===== config.mk =====
export PLATFORM = sky130hd
export DESIGN_NAME = btfp_frame_packer
export DESIGN_NICKNAME = d
export VERILOG_FILES = /design/src/inc/btfp_pkg.sv /design/src/btfp_frame_packer.sv /design/src/btfp_field_latch.sv
export SDC_FILE = /design/constraint.sdc
export NUM_CORES = 2
export LEC_CHECK = 0
export BUFFER_PORTS_ARGS = -buffer_cell sky130_fd_sc_hd__buf_4
export CORE_AREA = 2 2 424 426
export CTS_CLUSTER_DIAMETER = 200
export DETAILED_ROUTE_END_ITERATION = 10
export DIE_AREA = 0 0 426 428
export GPL_ROUTABILITY_DRIVEN = 0
export PLACE_DENSITY = 0.49
export SYNTH_ARGS = -nofsm -noshare
export SYNTH_HDL_FRONTEND = slang
export SYNTH_SLANG_ARGS = --single-unit

===== constraint.sdc =====
create_clock -name ref_clk_in -period 3.6 [get_ports ref_clk_in]
set_input_delay 0.54 -clock ref_clk_in [delete_from_list [all_inputs] [get_ports ref_clk_in]]
set_output_delay 0.54 -clock ref_clk_in [all_outputs]
set_load 0.02 [all_outputs]

===== src/inc/btfp_pkg.sv =====
// btfp_pkg: constants, field bundles and types of the buoy telemetry frame packer.
// assumes one 100 MHz clock; sensor bundles arrive on that same clock.
package btfp_pkg;

  // ************************************************************
  // message geometry
  // ************************************************************
  localparam int unsigned MSG_BITS       = 256;
  localparam int unsigned SEQ_COUNT      = 6;
  localparam logic [2:0]  SID_FIRST      = 3'h1;
  localparam logic [2:0]  SID_LAST       = 3'h6;
  localparam int unsigned TEN_SEQ1_BITS  = 16;
  localparam int unsigned TEN_SEQ3_BITS  = 18;
  localparam int unsigned PROFILER_BITS  = 135;
  localparam int unsigned CURRENT_BITS   = 38;
  localparam int unsigned THERM_PER_SEQ  = 11;

  // bit number n (1 = first sent) sits at vector index MSG_BITS - n
  localparam int unsigned IDX_SID        = MSG_BITS - 1;
  localparam int unsigned IDX_MET_BATT   = MSG_BITS - 4;
  localparam int unsigned IDX_SEQ2_PAD_A = MSG_BITS - 4;
  localparam int unsigned IDX_SEQ2_PAD_B = MSG_BITS - 41;
  localparam int unsigned IDX_SEQ5_POWER = MSG_BITS - 99;
  localparam int unsigned IDX_THERM      = MSG_BITS - 147;

  // ************************************************************
  // timing
  // ************************************************************
  localparam int unsigned CLK_HZ         = 100_000_000;
  localparam int unsigned TICK_US        = 1000;
  localparam int unsigned TICK_CYCLES    = CLK_HZ / 1_000_000 * TICK_US;
  // just under one hour per sequence: 59 min 50 s, counted in 1 ms ticks
  localparam int unsigned SEQ_PERIOD_MS  = 3_590_000;
  // second pair runs three and a half hours apart
  localparam int unsigned PAIR_OFFSET_MIN = 210;
  localparam int unsigned PAIR_OFFSET_MS = PAIR_OFFSET_MIN * 60 * 1000;
  localparam int unsigned STRAP_SETTLE   = 3;

  // ************************************************************
  // field bundles
  // ************************************************************
  typedef struct packed {
    logic [2:0]  met_battery_voltage;
    logic [1:0]  met_day_number;
    logic [7:0]  met_time_code;
    logic [7:0]  compass_heading;
    logic [6:0]  tilt_x;
    logic [6:0]  tilt_y;
    logic [9:0]  air_pressure;
    logic [7:0]  wind_speed;
    logic [7:0]  wind_direction;
    logic [9:0]  air_temperature;
    logic [23:0] mooring_tension;
  } btfp_met_s;

  typedef struct packed {
    logic [2:0]       ice_battery_voltage;
    logic [2:0]       ice_day_number;
    logic [7:0]       ice_time_code;
    logic [11:0]      echo_depth;
    logic [5:0][6:0]  ice_stress;      // [5] = stress_1_sigma_1
  } btfp_ice_s;

  typedef struct packed {
    logic [31:0]  shallow_ctd_bytes;
    logic [135:0] profiler_bytes;
    logic [11:0]  light_attenuation;
    logic [11:0]  pigment_glow;
    logic [2:0]   transmitter_battery_voltage;
    logic [2:0]   logger_battery_voltage;
  } btfp_fast_s;

  typedef struct packed {
    logic [3:0]        collector_condition;
    logic [4:0]        water_filter_status;
    logic [31:0]       deep_ctd_bytes;
    logic [55:0]       oxygen_ctd_bytes;
    logic [39:0]       current_meter_bytes;
    logic [32:0][9:0]  ice_thermistors;  // [32] = ice_thermistor_1
  } btfp_slow_s;

  typedef enum logic [1:0] {
    PH_STRAP,
    PH_LOAD,
    PH_PACK,
    PH_RUN
  } btfp_phase_e;

endpackage


===== src/btfp_frame_packer.sv =====
// btfp_frame_packer: builds the 256-bit buoy telemetry message and rotates six layouts.
// assumes sensor bundles and tx_start_in are on ref_clk_in; the pair strap is a pin.
`timescale 1ns/100ps
module btfp_frame_packer #(
  parameter int unsigned TICK_CYCLES = btfp_pkg::TICK_CYCLES,
  parameter int unsigned SEQ_MS      = btfp_pkg::SEQ_PERIOD_MS,
  parameter int unsigned OFFSET_MS   = btfp_pkg::PAIR_OFFSET_MS
) (
  input  wire logic                btfp_unused_never_in_dummy_guard_in,
  input  wire logic                ref_clk_in,
  input  wire logic                resetn_in,
  input  wire logic                second_pair_in,
  input  wire btfp_pkg::btfp_met_s met_in,
  input  wire btfp_pkg::btfp_ice_s ice_in,
  input  wire btfp_pkg::btfp_fast_s fast_in,
  input  wire btfp_pkg::btfp_slow_s slow_in,
  input  wire logic                tx_start_in,
  output logic [255:0]             msg_out,
  output logic [2:0]               sequence_id_out,
  output logic                     msg_new_out,
  output logic                     refresh_out,
  output logic                     slow_refresh_out,
  output logic                     tx_bit_out,
  output logic                     tx_bit_valid_out
);

  // ************************************************************
  // derived constants and checks
  // ************************************************************
  localparam int unsigned TICK_W  = $clog2(TICK_CYCLES + 1);
  // two spare counts for ticks caught while a message is being built
  localparam int unsigned MS_W    = $clog2(SEQ_MS + 2);
  localparam int unsigned OFF_SEQ = (OFFSET_MS / SEQ_MS) % btfp_pkg::SEQ_COUNT;
  localparam logic [2:0]  OFF_SID = 3'(OFF_SEQ + 1);
  localparam logic [MS_W-1:0] OFF_MS = MS_W'(OFFSET_MS % SEQ_MS);

  generate
    if (TICK_CYCLES < 1 || SEQ_MS < 3) begin : g_bad_timing
      $error("tick divider and sequence period must be at least 1 and 3");
    end
  endgenerate

  // ************************************************************
  // strap capture and tick divider
  // ************************************************************
  btfp_pkg::btfp_phase_e phase;
  logic [2:0]            strap_s;
  logic [1:0]            strap_cnt;
  logic                  second_pair;
  logic [TICK_W-1:0]     tick_cnt;
  logic                  tick;
  logic [MS_W-1:0]       ms_cnt;
  logic [2:0]            seq_cur;
  logic                  first_load;
  logic                  fast_load;
  logic                  slow_load;
  logic                  have_msg;
  logic [255:0]          tx_shift;
  logic [7:0]            tx_cnt;

  always_ff @(posedge ref_clk_in or negedge resetn_in) begin
    if (!resetn_in) begin
      strap_s <= 3'h0;
    end else begin
      strap_s <= {strap_s[1:0], second_pair_in};
    end
  end

  always_ff @(posedge ref_clk_in or negedge resetn_in) begin
    if (!resetn_in) begin
      tick_cnt <= '0;
      tick     <= 1'b0;
    end else if (phase == btfp_pkg::PH_STRAP) begin
      // restart so schedule ticks fall whole ticks after the start edge
      tick_cnt <= TICK_W'(1 % TICK_CYCLES);
      tick     <= (TICK_CYCLES == 1);
    end else if (tick_cnt == TICK_W'(TICK_CYCLES - 1)) begin
      tick_cnt <= '0;
      tick     <= 1'b1;
    end else begin
      tick_cnt <= tick_cnt + 1'b1;
      tick     <= 1'b0;
    end
  end

  // ************************************************************
  // sequence scheduler
  // ************************************************************
  always_ff @(posedge ref_clk_in or negedge resetn_in) begin
    if (!resetn_in) begin
      phase       <= btfp_pkg::PH_STRAP;
      strap_cnt   <= 2'h0;
      second_pair <= 1'b0;
      ms_cnt      <= '0;
      seq_cur     <= btfp_pkg::SID_FIRST;
      first_load  <= 1'b1;
    end else begin
      unique case (phase)
        btfp_pkg::PH_STRAP: begin
          // the strap counts once the second and third stages agree
          if (strap_cnt != 2'(btfp_pkg::STRAP_SETTLE)) begin
            strap_cnt <= strap_cnt + 1'b1;
          end else if (strap_s[1] == strap_s[2]) begin
            second_pair <= strap_s[2];
            seq_cur     <= strap_s[2] ? OFF_SID : btfp_pkg::SID_FIRST;
            ms_cnt      <= strap_s[2] ? OFF_MS : '0;
            phase       <= btfp_pkg::PH_LOAD;
          end
        end
        btfp_pkg::PH_LOAD: begin
          // ticks keep counting while the message is built
          if (tick) begin
            ms_cnt <= ms_cnt + 1'b1;
          end
          first_load <= 1'b0;
          phase      <= btfp_pkg::PH_PACK;
        end
        btfp_pkg::PH_PACK: begin
          if (tick) begin
            ms_cnt <= ms_cnt + 1'b1;
          end
          phase <= btfp_pkg::PH_RUN;
        end
        btfp_pkg::PH_RUN: begin
          if (tick) begin
            if (ms_cnt >= MS_W'(SEQ_MS - 1)) begin
              ms_cnt  <= '0;
              seq_cur <= (seq_cur == btfp_pkg::SID_LAST) ? btfp_pkg::SID_FIRST
                                                         : seq_cur + 3'h1;
              phase   <= btfp_pkg::PH_LOAD;
            end else begin
              ms_cnt <= ms_cnt + 1'b1;
            end
          end
        end
      endcase
    end
  end

  // ************************************************************
  // field snapshots
  // ************************************************************
  btfp_pkg::btfp_met_s  met_q;
  btfp_pkg::btfp_ice_s  ice_q;
  btfp_pkg::btfp_fast_s fast_q;
  btfp_pkg::btfp_slow_s slow_q;
  localparam int unsigned LIVE_W = $bits(btfp_pkg::btfp_met_s) + $bits(btfp_pkg::btfp_ice_s)
                                 + $bits(btfp_pkg::btfp_fast_s);
  localparam int unsigned SLOW_W = $bits(btfp_pkg::btfp_slow_s);
  logic [LIVE_W-1:0] live_q;
  logic [SLOW_W-1:0] slow_v;

  // fast groups caught at every sequence start
  assign fast_load = (phase == btfp_pkg::PH_LOAD);
  // slow groups only when a cycle begins or on the first load after the strap
  assign slow_load = fast_load && (seq_cur == btfp_pkg::SID_FIRST || first_load);

  btfp_field_latch #(.W(LIVE_W)) u_live_latch (
    .ref_clk_in (ref_clk_in),
    .resetn_in  (resetn_in),
    .load_in    (fast_load),
    .d_in       ({met_in, ice_in, fast_in}),
    .q_out      (live_q)
  );

  btfp_field_latch #(.W(SLOW_W)) u_slow_latch (
    .ref_clk_in (ref_clk_in),
    .resetn_in  (resetn_in),
    .load_in    (slow_load),
    .d_in       (slow_in),
    .q_out      (slow_v)
  );

  assign {met_q, ice_q, fast_q} = live_q;
  assign slow_q = slow_v;

  // ************************************************************
  // layout
  // ************************************************************
  function automatic logic [70:0] met_head(input btfp_pkg::btfp_met_s m);
    // common met prefix of odd layouts
    met_head = {m.met_battery_voltage, m.met_day_number, m.met_time_code,
                m.compass_heading, m.tilt_x, m.tilt_y, m.air_pressure,
                m.wind_speed, m.wind_direction, m.air_temperature};
  endfunction

  function automatic logic [214:0] even_tail(input btfp_pkg::btfp_fast_s f,
                                             input btfp_pkg::btfp_slow_s s);
    // profiler keeps its low 135 bits
    even_tail = {f.profiler_bytes[btfp_pkg::PROFILER_BITS-1:0], s.oxygen_ctd_bytes,
                 f.light_attenuation, f.pigment_glow};
  endfunction

  function automatic logic [255:0] pack_msg(input logic [2:0] sequence_id,
                                            input btfp_pkg::btfp_met_s m,
                                            input btfp_pkg::btfp_ice_s i,
                                            input btfp_pkg::btfp_fast_s f,
                                            input btfp_pkg::btfp_slow_s s);
    // fixed 256 bits, no timestamp or checksum appended
    // concatenation puts each msb at the lowest bit number
    case (sequence_id)
      3'h1: begin
        // first third of the thermistor block
        pack_msg = {sequence_id, met_head(m), m.mooring_tension[23 -: btfp_pkg::TEN_SEQ1_BITS],
                    i.ice_battery_voltage, i.ice_day_number, i.ice_time_code,
                    i.ice_stress, s.ice_thermistors[32:22]};
      end
      3'h2: begin
        // zero pads at bits 4 and 41
        pack_msg = {sequence_id, 1'b0, s.collector_condition, f.shallow_ctd_bytes, 1'b0,
                    even_tail(f, s)};
      end
      3'h3: begin
        pack_msg = {sequence_id, met_head(m), m.mooring_tension[23 -: btfp_pkg::TEN_SEQ3_BITS],
                    i.echo_depth, i.ice_stress, s.ice_thermistors[21:11]};
      end
      3'h4: begin
        pack_msg = {sequence_id, s.water_filter_status, s.deep_ctd_bytes, 1'b0, even_tail(f, s)};
      end
      3'h5: begin
        pack_msg = {sequence_id, met_head(m), m.mooring_tension, f.transmitter_battery_voltage,
                    f.logger_battery_voltage, i.ice_stress, s.ice_thermistors[10:0]};
      end
      3'h6: begin
        // current meter keeps its low 38 bits
        pack_msg = {sequence_id, s.current_meter_bytes[btfp_pkg::CURRENT_BITS-1:0],
                    even_tail(f, s)};
      end
      default: begin
        pack_msg = {sequence_id, 253'h0};
      end
    endcase
  endfunction

  // ************************************************************
  // message register
  // ************************************************************
  always_ff @(posedge ref_clk_in or negedge resetn_in) begin
    if (!resetn_in) begin
      msg_out          <= 256'h0;
      sequence_id_out  <= 3'h0;
      msg_new_out      <= 1'b0;
      refresh_out      <= 1'b0;
      slow_refresh_out <= 1'b0;
      have_msg         <= 1'b0;
    end else begin
      refresh_out      <= fast_load;
      slow_refresh_out <= slow_load;
      msg_new_out      <= (phase == btfp_pkg::PH_PACK);
      if (phase == btfp_pkg::PH_PACK) begin
        msg_out         <= pack_msg(seq_cur, met_q, ice_q, fast_q, slow_q);
        sequence_id_out <= seq_cur;
        have_msg        <= 1'b1;
      end
    end
  end

  // ************************************************************
  // serial hand-over
  // ************************************************************
  // a private copy keeps a burst intact when the message changes mid-way
  always_ff @(posedge ref_clk_in or negedge resetn_in) begin
    if (!resetn_in) begin
      tx_shift         <= 256'h0;
      tx_cnt           <= 8'h0;
      tx_bit_out       <= 1'b0;
      tx_bit_valid_out <= 1'b0;
    end else if (!tx_bit_valid_out) begin
      if (tx_start_in && have_msg) begin
        tx_bit_out       <= msg_out[255];
        tx_shift         <= {msg_out[254:0], 1'b0};
        tx_cnt           <= 8'h0;
        tx_bit_valid_out <= 1'b1;
      end
    end else if (tx_cnt == 8'hff) begin
      tx_bit_valid_out <= 1'b0;
      tx_bit_out       <= 1'b0;
    end else begin
      tx_bit_out <= tx_shift[255];
      tx_shift   <= {tx_shift[254:0], 1'b0};
      tx_cnt     <= tx_cnt + 8'h1;
    end
  end

  logic [2:0]    prev_sid;
  logic [1:0]    msg_seen;
  logic [MS_W:0] ms_since;
  logic [255:0]  tx_ref;

  always_ff @(posedge ref_clk_in or negedge resetn_in) begin
    if (!resetn_in) begin
      prev_sid <= 3'h0;
      msg_seen <= 2'h0;
      ms_since <= '0;
      tx_ref   <= 256'h0;
    end else begin
      if (msg_new_out) begin
        prev_sid <= sequence_id_out;
        msg_seen <= (msg_seen == 2'h3) ? msg_seen : msg_seen + 2'h1;
      end
      ms_since <= msg_new_out ? (MS_W+1)'(tick) : ms_since + (MS_W+1)'(tick);
      if (tx_start_in && have_msg && !tx_bit_valid_out) begin
        tx_ref <= msg_out;
      end
    end
  end
endmodule


===== src/btfp_field_latch.sv =====
// btfp_field_latch: snapshot register for one group of sensor fields.
// assumes load_in is a one-cycle pulse on the same clock as the data.
`timescale 1ns/100ps
module btfp_field_latch #(
  parameter int unsigned W = 8
) (
  input  wire logic         ref_clk_in,
  input  wire logic         resetn_in,
  input  wire logic         load_in,
  input  wire logic [W-1:0] d_in,
  output logic      [W-1:0] q_out
);

  generate
    if (W < 1) begin : g_bad_width
      $error("field latch width must be at least one");
    end
  endgenerate

  // holds the group steady while the transmitter repeats the message
  always_ff @(posedge ref_clk_in or negedge resetn_in) begin
    if (!resetn_in) begin
      q_out <= '0;
    end else if (load_in) begin
      q_out <= d_in;
    end
  end

endmodule


==> results by group <==
STA
  • Final setup viols: 0
  • Minimum clock period: 2940 ps
  • Slew Limit Fails: 0
  • Period utilization: between 80% and 90%
  • Final clock skew: 35.8 ps
  • Unrepaired setup endpoints after global routing: no
  • Final Hold Viols: 0
  • Highest Clock Rate: between 300 and 400 MHz
  • Max_slew headroom: about a quarter
  • Setup_tns: 0 ps
  • Worst Max-Slew Pin Slew: 1100 ps

Worst setup path
  • CP required: 4320 ps
  • Cell count of the worst reg-to-reg path: 8
  • CP Class: reg2reg
  • Critical Path AT: 3660 ps
  • R2R Setup Slk: 660 ps
  • Type of origin of the critical path: register
  • Critical R2R Launch: ms_cnt[0]$_DFFE_PN0P_
  • Critical Path End Type: register
  • Critical Path Fanout Max: 16
  • Slowest cell delay on critical path: between 700 and 800 ps
  • CP max-delay cell: nor2_1
  • Critical path buffers and inverters: 1
  • Delay-heaviest family, CP: simple AND/OR/NAND/NOR gates
  • CP cell instances: ha_1 -> and3_1 -> o2111ai_1 -> a211o_1 -> nand2_2 -> nor2_1 -> buf_4 -> mux2_2
  • Reg2reg end: ms_cnt[0]$_DFFE_PN0P_

Pwr
  • Net Sw Power: 24.6 mW
  • Register share of total power: 39.1%
  • Switch share: 35.6%
  • Clk pwr share: 24.0%
  • Final total power: about 69 mW
  • Pwr dens: slightly above 800 mW/mm^2
  • Leak: 38.1 nW
  • Internal power: about 44 mW
  • Logic gate share of total power: 37.0%
  • Max VDD drop: 0.577 mV

Global route
  • Largest net degree at the start of global routing: 135
  • First-pass GRT wire length: around 310000 um
  • Vias in the first global route: 47186
  • GRT overflow: 0
  • Overall Global Routing Usage: 22.7%
  • Initial antenna violation count: 57

Clock tree
  • Clock Sinks: 1401
  • CTS tree: done
  • H-tree levels: 4
  • Clk_lat worst skew: 810 ps
  • Root Buffer: clkbuf_16
  • Clk buf depth: 3
  • CTS buffer count: approximately 160
  • Clock-pin slew on the worst setup and hold paths: 60 ps

Drt
  • DRC: 0
  • Routed Antenna Nets: 0
  • Vias post-DR: 44503
  • Drt initial violations: ~2600
  • DR WL/cell: 23.2 um
  • Drt pass-1 iters: 5
  • Detailed Route WL: ~210000 um
  • Vias per cell: between 4 and 5

Run
  • Max Cap Viol: 0

Finish
  • Most frequent cells in the layout: dfrtp_1, buf_4, mux2_2
  • Fin area: 0.0837 mm^2
  • Layout area overhead: 42.6%
  • Ratio of cells with drive above 1 in the final layout: 34.9%
  • Commonest non-fill, non-tap cell in the layout: dfrtp_1
  • Final Net Count: 7342

Placement
  • Dpl hpwl: 143000 um
  • Area after DPL: about 0.07 mm^2
  • Port buffer count: 1092

Die
  • Die Wd: 426 um
  • Core area: approximately 0.18 mm^2
  • I/O pin total: between 1000 and 1500
  • Die extent in y: 428 um
  • Initial cell density of the core: ~33%
  • Die area: 0.182 mm^2
  • # rows: 155

Synthesis
  • Post-synthesis sequential area ratio: 59.7%
  • Share of the synthesized area in the top cell type: 59.6%
  • #FFs+latches synth: 1401
  • FFs w/ async S/R, synth: 100%
  • Number of synthesized flops with an enable pin: 0
  • Synth Flop Type: dfrtp_1
  • Synth cell types: between 50 and 60
  • Area leader, netlist: dfrtp_1
  • Cell area after synthesis: 0.0587 mm^2
  • Syn Nets: 5483
  • Syn Area/Cell: 12.7 um^2
  • Yosys warns: 0
  • Synth area leaders: dfrtp_1, mux2_2, mux2i_1
  • Synth Instances: 4640

Hold path
  • Hold path depth: 2
  • Hold Path Origin: slow_in[464]
  • Worst Hold Class: in2reg
  • Hold EP: u_slow_latch.q_out[464]$_DFFE_PN0P_

Status
  • Status: finished, final reports clean
[power groups by stage]
stage	Combinational, mW	Clock, mW	Sequential (mW)
floorplan	15.7	0	26.6
global placement	24.7	0	27.0
detailed placement	25.0	0	27.2
CTS	25.9	17.0	26.9
global route	27.7	17.7	27.8
finish	25.5	16.5	26.9
[final cells by class]
class	instances	area (um^2)
Sequential cell	1401	35100
Antenna cell	50	125
Clock buffer	247	4870
Clock inverter	43	453
Timing Repair Buffer	2031	17900
Fill cell	16253	93900
Tap cell	2355	2950
Multi-Input combinational cell	2636	21400
Inverter	266	998
[worst reg2reg max path, cell delays in order, from the launching register on]
cell and delay (ps):
dfrtp_1 410, ha_1 260, and3_1 230, o2111ai_1 290
a211o_1 210, nand2_2 220, nor2_1 790, buf_4 320
mux2_2 170
[how the worst max path moves through the flow]
| stage | start | end | slack, ps | cells after the start |
|---|---|---|---|---|
| global placement | ms_cnt[0]$_DFFE_PN0P_ | ms_cnt[0]$_DFFE_PN0P_ | 790 | 8 |
| finish | ms_cnt[0]$_DFFE_PN0P_ | ms_cnt[0]$_DFFE_PN0P_ | 660 | 8 |
| global route | phase[0]$_DFFE_PN0P_ | ms_cnt[16]$_DFFE_PN0P_ | 450 | 8 |
| floorplan | seq_cur[0]$_DFFE_PN1P_ | msg_out[100]$_DFFE_PN0P_ | 1350 | 10 |
| CTS | tx_bit_valid_out$_DFF_PN0_ | tx_bit_valid_out | 600 | 2 |
| detailed placement | ms_cnt[0]$_DFFE_PN0P_ | ms_cnt[0]$_DFFE_PN0P_ | 690 | 8 |
[cell usage after synthesis, types with 18 or more instances]
| cell type | count |
|---|---|
| a21o_1 | 125 |
| a221oi_1 | 36 |
| a22o_1 | 44 |
| a22oi_1 | 336 |
| buf_1 | 23 |
| buf_2 | 85 |
| clkbuf_1 | 224 |
| dfrtp_1 | 1399 |
| inv_1 | 266 |
| mux2_2 | 831 |
| mux2i_1 | 254 |
| nand2_1 | 278 |
| nor2_1 | 48 |
| o21ai_0 | 406 |
| o22ai_1 | 131 |
| xor2_1 | 18 |
[sequential cells by signal (all words and copies together), names as in the netlist]
name                count
u_slow_latch.q_out    465
u_live_latch.q_out    360
msg_out               256
tx_shift              255
ms_cnt                 22
tick_cnt               17
tx_cnt                  8
seq_cur                 3
strap_s                 3
phase                   2
strap_cnt               2
first_load              1
have_msg                1
msg_new_out             1
refresh_out             1
slow_refresh_out        1
tick                    1
tx_bit_out              1
tx_bit_valid_out        1
[cell families after synthesis]
logic type / share of synthesized area [%]
mux: 20.3
buf+inv: 4.08
simple gates: 2.93
fa+ha+maj: 0.213
xor+xnor: 0.343
compound gates: 12.4
flops: 59.7
[layer usage]
metal | track usage [%] | wire (um)
met2 | 37.6 | 101000
met3 | 4.93 | 11200
met4 | 9.58 | 8880
met5 | 0 | 137
met1 | 28.4 | 87900
[timing repair]
| action | CTS | global route |
|---|---|---|
| endpoints found under the hold margin | 901 | 0 |
| hold buffers | 826 | 0 |
| buffers inserted | 0 | 0 |
| setup endpoints to repair | 0 | 0 |
| gates resized for setup | 0 | 0 |
[stage by stage]
stage,instances,utilization [%],worst slack (ps),hold slack (ps)
floorplan,4640,-,1350,244
global placement,7863,39.4,790,381
detailed placement,7863,39.4,693,381
CTS,8979,47.1,603,8.57
global route,9020,47.1,450,25.8
finish,9029,47.1,655,84.2
Power figures use the tool's default switching activity.
